`src/hdl/ptp_pkg.sv`:
```
// package: partition bundle types and constants for the tag propagation block
package ptp_pkg;
  // ----------------------------------------------------------------
  // field widths
  // ----------------------------------------------------------------
  localparam int unsigned PN_W = 16;
  localparam int unsigned MG_W = 8;
  localparam int unsigned SP_W = 2;
  localparam int unsigned ADDR_W = 32;
  localparam int unsigned LINES = 16;
  localparam int unsigned IDX_W = 4;
  localparam int unsigned OFS_W = 6;
  localparam int unsigned TAG_W = ADDR_W - IDX_W - OFS_W;
  localparam int unsigned QDEPTH = 4;
  localparam int unsigned QPTR_W = 2;
  localparam int unsigned SET_W = 8;
  localparam int unsigned NPART = 16;
  localparam int unsigned NPART_W = 4;
  localparam int unsigned NSPACE = 4;
  // ----------------------------------------------------------------
  // space encodings and reset values
  // ----------------------------------------------------------------
  localparam logic [1:0] SP_SECURE = 2'h0;
  localparam logic [1:0] SP_NONSEC = 2'h1;
  localparam logic [1:0] SP_ROOT = 2'h2;
  localparam logic [1:0] SP_REALM = 2'h3;
  localparam logic [15:0] MAX_PN_NS = 16'h000F;
  localparam logic [15:0] MAX_PN_S = 16'h0007;
  localparam logic [15:0] MAX_PN_RT = 16'h0003;
  localparam logic [15:0] MAX_PN_RL = 16'h0003;
  localparam logic [7:0] SET_RESET = 8'h00;
  localparam logic [QPTR_W:0] QCNT_RESET = 3'h0;

  typedef struct packed {
    logic [SP_W-1:0] space_select;
    logic [PN_W-1:0] partition_number;
    logic [MG_W-1:0] monitor_group;
  } ptp_bundle_t;

  typedef struct packed {
    logic [ADDR_W-1:0] addr;
    logic write;
    ptp_bundle_t bundle;
  } ptp_req_t;

  typedef struct packed {
    logic valid;
    logic [TAG_W-1:0] tag;
    ptp_bundle_t bundle;
  } ptp_line_t;
endpackage

```
`src/hdl/ptp_router.sv`:
```
// module: partition bundle propagation through a caching router
// ----------------------------------------------------------------
// Summary of operation
// - partition number carried and stored at most 16 bits wide
// - monitor group carried and stored at most 8 bits wide
// - numbers 0 up to per-space maximum inclusive are valid
// - this component keeps its own maximum for each space
// - nonsecure and secure maxima reported in two id words
// - terminating mode services requests and forwards no bundle
// - routed requests forward the bundle unchanged bit for bit
// - locally completed requests forward no bundle
// - queued requests keep bundle intact until released
// - allocated cache line stores bundle of allocating request
// - space select is two bits in a four-space region
// - space select received and propagated with every request
// - two-bit space select delivered towards two-space bridges
// - bridge from two-space side drives two-bit space select
// - bundle may be dropped with no partition-aware downstream
// - partition identified by space and number together
// - each resource keeps independent settings per partition
// - monitor may filter counts by monitor group
// - space and number select resource parameters per request
// ----------------------------------------------------------------
`timescale 1ns/1ns
`default_nettype none
module ptp_router
(
  // clock and reset
  input wire logic i_clock,
  input wire logic i_srst,
  // configuration, static levels from same domain
  input wire logic i_terminate,
  input wire logic i_no_aware_down,
  input wire logic i_two_space_up,
  input wire logic i_up_nonsecure_space_flag,
  // upstream request
  input wire logic i_up_valid,
  input var ptp_pkg::ptp_req_t i_up_req,
  output logic o_up_ready,
  // local completion
  output logic o_local_done,
  output logic o_local_hit,
  output logic o_range_err,
  output logic [ptp_pkg::SET_W-1:0] o_setting,
  // downstream request
  output logic o_dn_valid,
  output ptp_pkg::ptp_req_t o_dn_req,
  input wire logic i_dn_ready,
  // settings write port
  input wire logic i_set_we,
  input wire logic [ptp_pkg::SP_W-1:0] i_set_space,
  input wire logic [ptp_pkg::NPART_W-1:0] i_set_pn,
  input wire logic [ptp_pkg::SET_W-1:0] i_set_val,
  // monitor filter
  input wire logic [ptp_pkg::SP_W-1:0] i_mon_space,
  input wire logic [ptp_pkg::PN_W-1:0] i_mon_pn,
  input wire logic [ptp_pkg::MG_W-1:0] i_mon_mg,
  input wire logic i_mon_use_mg,
  output logic [15:0] o_mon_count,
  // identification words
  output logic [ptp_pkg::PN_W-1:0] o_feature_id_register,
  output logic [ptp_pkg::PN_W-1:0] o_secure_id_register
);
  // ----------------------------------------------------------------
  // intake: bundle normalisation
  // ----------------------------------------------------------------
  ptp_pkg::ptp_req_t in_req;
  logic [ptp_pkg::PN_W-1:0] max_pn;
  logic in_range;
  logic take;
  always_comb
  begin
    in_req = i_up_req;
    // two-space side carries only a flag; widen it to the 2-bit select
    if (i_two_space_up)
    begin
      in_req.bundle.space_select = i_up_nonsecure_space_flag ?
        ptp_pkg::SP_NONSEC : ptp_pkg::SP_SECURE;
    end
  end
  always_comb
  begin
    case (in_req.bundle.space_select)
      ptp_pkg::SP_SECURE: max_pn = ptp_pkg::MAX_PN_S;
      ptp_pkg::SP_NONSEC: max_pn = ptp_pkg::MAX_PN_NS;
      ptp_pkg::SP_ROOT: max_pn = ptp_pkg::MAX_PN_RT;
      default: max_pn = ptp_pkg::MAX_PN_RL;
    endcase
  end
  // out-of-range numbers are serviced but flagged and given SET_RESET; a constrained choice
  assign in_range = in_req.bundle.partition_number <= max_pn;

  // ----------------------------------------------------------------
  // request queue
  // ----------------------------------------------------------------
  ptp_pkg::ptp_req_t q_mem [ptp_pkg::QDEPTH];
  logic [ptp_pkg::QPTR_W-1:0] wr_ptr_r;
  logic [ptp_pkg::QPTR_W-1:0] rd_ptr_r;
  logic [ptp_pkg::QPTR_W:0] cnt_r;
  logic q_empty;
  logic q_pop;
  ptp_pkg::ptp_req_t head;
  assign q_empty = (cnt_r == ptp_pkg::QCNT_RESET);
  assign take = i_up_valid && o_up_ready;
  assign head = q_mem[rd_ptr_r];
  always_ff @(posedge i_clock)
  begin
    if (take)
    begin
      q_mem[wr_ptr_r] <= in_req;
    end
  end
  always_ff @(posedge i_clock)
  begin
    if (i_srst)
    begin
      wr_ptr_r <= '0;
      rd_ptr_r <= '0;
      cnt_r <= ptp_pkg::QCNT_RESET;
    end
    else
    begin
      if (take)
        wr_ptr_r <= wr_ptr_r + 1'b1;
      if (q_pop)
        rd_ptr_r <= rd_ptr_r + 1'b1;
      cnt_r <= cnt_r + {2'h0, take} - {2'h0, q_pop};
    end
  end
  always_ff @(posedge i_clock)
  begin
    if (i_srst)
      o_up_ready <= 1'b0;
    else
      o_up_ready <= (cnt_r + {2'h0, take} - {2'h0, q_pop})
        < 3'(ptp_pkg::QDEPTH - 1);
  end

  // ----------------------------------------------------------------
  // cache tags with stored bundle
  // ----------------------------------------------------------------
  ptp_pkg::ptp_line_t lines_r [ptp_pkg::LINES];
  logic [ptp_pkg::IDX_W-1:0] idx;
  logic [ptp_pkg::TAG_W-1:0] tag;
  logic hit;
  assign idx = head.addr[ptp_pkg::OFS_W +: ptp_pkg::IDX_W];
  assign tag = head.addr[ptp_pkg::ADDR_W-1 -: ptp_pkg::TAG_W];
  assign hit = lines_r[idx].valid && (lines_r[idx].tag == tag);

  // stage: head is handled once the output stage is free
  logic out_busy;
  assign out_busy = o_dn_valid && !i_dn_ready;
  assign q_pop = !q_empty && !out_busy;
  // reads that hit or any request in terminating mode stay local
  logic local_c;
  assign local_c = i_terminate || (hit && !head.write);

  always_ff @(posedge i_clock)
  begin
    if (i_srst)
    begin
      for (int i = 0; i < ptp_pkg::LINES; i++)
        lines_r[i] <= '0;
    end
    else if (q_pop && !hit && !i_terminate)
    begin
      lines_r[idx].valid <= 1'b1;
      lines_r[idx].tag <= tag;
      lines_r[idx].bundle <= head.bundle;
    end
  end

  // ----------------------------------------------------------------
  // settings table per space and partition
  // ----------------------------------------------------------------
  logic [ptp_pkg::SET_W-1:0] settings_r [ptp_pkg::NSPACE][ptp_pkg::NPART];
  always_ff @(posedge i_clock)
  begin
    if (i_srst)
    begin
      for (int s = 0; s < ptp_pkg::NSPACE; s++)
        for (int p = 0; p < ptp_pkg::NPART; p++)
          settings_r[s][p] <= ptp_pkg::SET_RESET;
    end
    else if (i_set_we)
    begin
      settings_r[i_set_space][i_set_pn] <= i_set_val;
    end
  end

  // ----------------------------------------------------------------
  // output stage
  // ----------------------------------------------------------------
  logic head_range;
  logic [ptp_pkg::PN_W-1:0] head_max;
  always_comb
  begin
    case (head.bundle.space_select)
      ptp_pkg::SP_SECURE: head_max = ptp_pkg::MAX_PN_S;
      ptp_pkg::SP_NONSEC: head_max = ptp_pkg::MAX_PN_NS;
      ptp_pkg::SP_ROOT: head_max = ptp_pkg::MAX_PN_RT;
      default: head_max = ptp_pkg::MAX_PN_RL;
    endcase
  end
  assign head_range = head.bundle.partition_number <= head_max;

  always_ff @(posedge i_clock)
  begin
    if (i_srst)
    begin
      o_dn_valid <= 1'b0;
      o_dn_req <= '0;
    end
    else if (!out_busy)
    begin
      o_dn_valid <= q_pop && !local_c;
      o_dn_req.addr <= head.addr;
      o_dn_req.write <= head.write;
      // bundle dropped when nobody downstream uses it
      if (i_no_aware_down)
        o_dn_req.bundle <= '0;
      else
        o_dn_req.bundle <= head.bundle;
    end
  end
  always_ff @(posedge i_clock)
  begin
    if (i_srst)
    begin
      o_local_done <= 1'b0;
      o_local_hit <= 1'b0;
      o_range_err <= 1'b0;
      o_setting <= ptp_pkg::SET_RESET;
    end
    else
    begin
      o_local_done <= q_pop && local_c;
      o_local_hit <= q_pop && hit;
      o_range_err <= q_pop && !head_range;
      // an out-of-range number gets SET_RESET so it cannot alias another partition
      o_setting <= head_range ? settings_r[head.bundle.space_select]
        [head.bundle.partition_number[ptp_pkg::NPART_W-1:0]]
        : ptp_pkg::SET_RESET;
    end
  end

  // ----------------------------------------------------------------
  // usage monitor with optional group filter
  // ----------------------------------------------------------------
  logic mon_match;
  assign mon_match = q_pop && head.bundle.space_select == i_mon_space
    && head.bundle.partition_number == i_mon_pn
    && (!i_mon_use_mg || head.bundle.monitor_group == i_mon_mg);
  always_ff @(posedge i_clock)
  begin
    if (i_srst)
      o_mon_count <= 16'h0000;
    else if (mon_match)
      o_mon_count <= o_mon_count + 16'h0001;
  end

  // ----------------------------------------------------------------
  // identification
  // ----------------------------------------------------------------
  always_ff @(posedge i_clock)
  begin
    if (i_srst)
    begin
      o_feature_id_register <= 16'h0000;
      o_secure_id_register <= 16'h0000;
    end
    else
    begin
      o_feature_id_register <= ptp_pkg::MAX_PN_NS;
      o_secure_id_register <= ptp_pkg::MAX_PN_S;
    end
  end
endmodule // ptp_router
`default_nettype wire

```
`config.mk`:
```
export PLATFORM = sky130hd
export DESIGN_NAME = ptp_router
export DESIGN_NICKNAME = d
export VERILOG_FILES = /design/src/hdl/ptp_pkg.sv /design/src/hdl/ptp_router.sv
export SDC_FILE = /design/constraint.sdc
export NUM_CORES = 2
export LEC_CHECK = 0
export BUFFER_PORTS_ARGS = -buffer_cell sky130_fd_sc_hd__buf_2
export CAP_MARGIN = 25
export CORE_MARGIN = 8
export CORE_UTILIZATION = 42
export CTS_CLUSTER_SIZE = 30
export DETAILED_ROUTE_END_ITERATION = 10
export PLACE_DENSITY = 0.6
export SYNTH_ARGS = -nofsm -noshare
export SYNTH_HDL_FRONTEND = slang
export SYNTH_SLANG_ARGS = --single-unit
```
`constraint.sdc`:
```
create_clock -name i_clock -period 5.15 [get_ports i_clock]
set_input_delay 1.03 -clock i_clock [delete_from_list [all_inputs] [get_ports i_clock]]
set_output_delay 1.03 -clock i_clock [all_outputs]
set_load 0.005 [all_outputs]
```
==> results.sh <==
export IMPL_drive_gt1_share_pct=23.2
export IMPL_synthFlopType="edfxtp_1"
export IMPL_htreeDepth=4
export IMPL_vias=31777
export IMPL_max_freq_ghz=0.200
export IMPL_path_class="flip-flop to flip-flop"
export IMPL_rsz0062_at_grt="no"
export IMPL_max_cap_viol_count=0
export IMPL_grt_overflow=0
export IMPL_synth_area_sq_mm=0.0539
export IMPL_drv_slew=0
export IMPL_synthToLayoutAreaGrowth_pct=14.7
export IMPL_cts_max_path_buffers=3
export IMPL_synth_edf_count=1100
export IMPL_yosys_warnings=0
export IMPL_clkLatencyLatePin_ns=0.76
export IMPL_ant_nets=0
export IMPL_clk_pin_slew_worst_paths_ns=0.06
export IMPL_ctsResizeCount=0
export IMPL_drc=0
export IMPL_skew_ns=0.0359
export IMPL_p_seq_share_pct=38.7
export IMPL_start_kind="flip-flop"
export IMPL_status="finished clean"
export IMPL_cts_hold_buf=0
export IMPL_vias_per_cell=5.63
export IMPL_layout_setup_ws_ns=0.149
export IMPL_rows=131
export IMPL_final_cell_mix="edfxtp_1 (1,100), and2_1 (517), nor3_1 (366)"
export IMPL_io_buffer_count=203
export IMPL_root_buffer="clkbuf_16"
export IMPL_grt_max_degree=132
export IMPL_min_path_type="flip-flop to flip-flop"
export IMPL_comb_power_share_pct=29.1
export IMPL_drt_initial_drc_count=3054
export IMPL_synth_cells=3644
export IMPL_power_leakage_nw=22.1
export IMPL_synth_top_area_share_pct=61.3
export IMPL_peakVddDrop_uv=351
export IMPL_required_ns=5.61
export IMPL_post_cts_setup_buffer_count=0
export IMPL_grt_pass1_vias=31884
export IMPL_pwr_share_clk_pct=32.2
export IMPL_hold_viol_final=0
export IMPL_p_int_mw=20.6
export IMPL_final_seq_area_sq_mm=0.0353
export IMPL_pin_count=229
export IMPL_start_util_pct=42.3
export IMPL_drtPass1Iterations=5
export IMPL_syn_avg_cell_area_sq_um=14.8
export IMPL_gp_congestion=0.886
export IMPL_wl_per_cell_um=25.8
export IMPL_hold_ws_ns=0.449
export IMPL_ys_types=61
export IMPL_cp_arrival_ns=5.46
export IMPL_grt_pass1_wl_mm=215
export IMPL_max_slew_margin_rel_pct=31.8
export IMPL_cts_tree="built"
export IMPL_place_ws_ns=0.235
export IMPL_power_density_mw_per_mm2=486
export IMPL_nFillCells=10924
export IMPL_synth_area_leaders="edfxtp_1 (61%), mux4_2 (9.4%), and2_1 (6.0%)"
export IMPL_chipWidth_um=374
export IMPL_fin_setup_tns_ns=0
export IMPL_async_flop_share_pct=0
export IMPL_dp_hpwl_mm=94.9
export IMPL_clock_sinks=1214
export IMPL_antenna_found_initial=16
export IMPL_seq_area_frac_synth_pct=65.5
export IMPL_synth_seq_cells=1214
export IMPL_track_usage_pct=20.4
export IMPL_synth_largest_area_cell="edfxtp_1"
export IMPL_timing_final_crit_share_pct=97.1
export IMPL_setup_viol_count_final=0
export IMPL_numCtsBuffers=131
export IMPL_chipHeight_um=374
export IMPL_layout_min_cycle_time_ns=5.00
export IMPL_worst_pin_slew_ns=1.01
export IMPL_final_nets=3991
export IMPL_switching_share_pct=31.4
export IMPL_routed_wl_mm=146
export IMPL_path_max_fanout=41
export IMPL_core_area_sq_mm=0.128
export IMPL_multiInputGateArea_sq_mm=0.0170
export IMPL_end_kind="flip-flop"
export IMPL_final_common_cell="edfxtp_1"
export IMPL_die_area_sq_mm=0.140
export IMPL_p_switching_mw=9.44
[synthesized netlist by cell type, types with 3 or more instances]
master,n
a21oi_1,44
a221oi_1,10
a22o_1,4
a22oi_1,45
and2_1,517
and3_1,9
buf_1,28
buf_2,29
buf_4,61
buf_6,29
buf_8,3
clkbuf_1,193
dfxtp_1,114
edfxtp_1,1100
ha_1,9
inv_1,10
mux2_2,44
mux2i_1,188
mux4_2,225
nand2_1,103
nand2b_1,7
nand3_1,29
nand4_1,10
nor2_1,170
nor2b_1,12
nor3_1,366
nor4_1,6
o211a_1,8
o21ai_0,100
o21ai_1,7
o22ai_1,19
o2bb2ai_1,16
or3_1,6
xnor2_1,46
xor2_1,42
[cells by family after synthesis]
| family | count (synthesis) | synth area share [%] |
|---|---|---|
| flops | 1214 | 65.5 |
| compound gates | 271 | 3.20 |
| buf+inv | 354 | 3.43 |
| xor+xnor | 88 | 1.43 |
| other cells | 1 | 0.00696 |
| fa+ha+maj | 10 | 0.246 |
| mux | 457 | 13.8 |
| simple gates | 1249 | 12.4 |
[sequential cells by signal, indices dropped and copies added, names as in the netlist, named ones only]
register	flops
settings_r	512
lines_r	368
q_mem	236
o_dn_req	59
o_mon_count	16
o_setting	8
cnt_r	3
rd_ptr_r	2
wr_ptr_r	2
o_dn_valid	1
o_local_done	1
o_local_hit	1
o_range_err	1
o_secure_id_register	1
o_up_ready	1
[final timing paths]
kind,end,slack (ns),depth (start not counted),startpoint
worst max register to register,lines_r[13][37]$_DFFE_PP_,0.15,13,flip-flop
worst min-delay path,o_dn_req[35]$_SDFFE_PP0N_,0.45,2,o_dn_req[35]$_SDFFE_PP0N_
worst min register to register,o_dn_req[35]$_SDFFE_PP0N_,0.45,2,o_dn_req[35]$_SDFFE_PP0N_
worst max-delay path,lines_r[13][37]$_DFFE_PP_,0.15,13,flip-flop
[cell type report]
type | count | area share (%)
Antenna cell | 9 | 0.0364
Clock buffer | 170 | 5.77
Clock inverter | 69 | 1.38
Inverter | 10 | 0.0648
Multi-Input combinational cell | 2100 | 27.5
Sequential cell | 1214 | 57.2
Tap cell | 1662 | 3.36
Timing Repair Buffer | 415 | 4.73
[metal layers]
layer,up-vias,track usage (%),part of all wire [%]
met2,1176,32.2,47
met5,-,0,0.060
met3,259,4.82,7.5
met1,16173,27.8,42
li1,14155,-,-
met4,14,6.78,3.1
[per-stage QoR]
stage | util [%] | total power, mW | cells | instance area [sq um]
2_1_floorplan | - | 17.3 | 3668 | 54000
5_1_grt | 48.5 | 31.1 | 5643 | 61800
4_1_cts | 48.4 | 30.2 | 5640 | 61800
3_3_place_gp | 44.9 | 20.5 | 5394 | 57200
3_5_place_dp | 45.0 | 20.5 | 5401 | 57400
6_report | 48.5 | 30.1 | 5649 | 61800
[power by group through the flow]
| stage | registers (mW) | clock network [mW] | logic, mW |
|---|---|---|---|
| after global placement | 11.8 | 0 | 8.69 |
| after CTS | 11.6 | 9.86 | 8.74 |
| final | 11.6 | 9.69 | 8.75 |
| after global routing | 11.7 | 10.2 | 9.21 |
| after detailed placement | 11.8 | 0 | 8.72 |
| after floorplan | 11.7 | 0 | 5.55 |
[critical path, stage by stage, from the launching register on]
cell and delay [ns]:
dfxtp_4 0.43, mux4_4 0.80, buf_12 0.25, mux2i_1 0.24, mux2i_1 0.12, o21ai_0 0.46
mux2i_1 0.20, a211o_1 0.29, or4_1 0.57, nor4b_4 0.34, buf_12 0.27, buf_4 0.23
o21ai_2 0.09, buf_4 0.28
No activity file was read; power rests on OpenSTA's default activity.
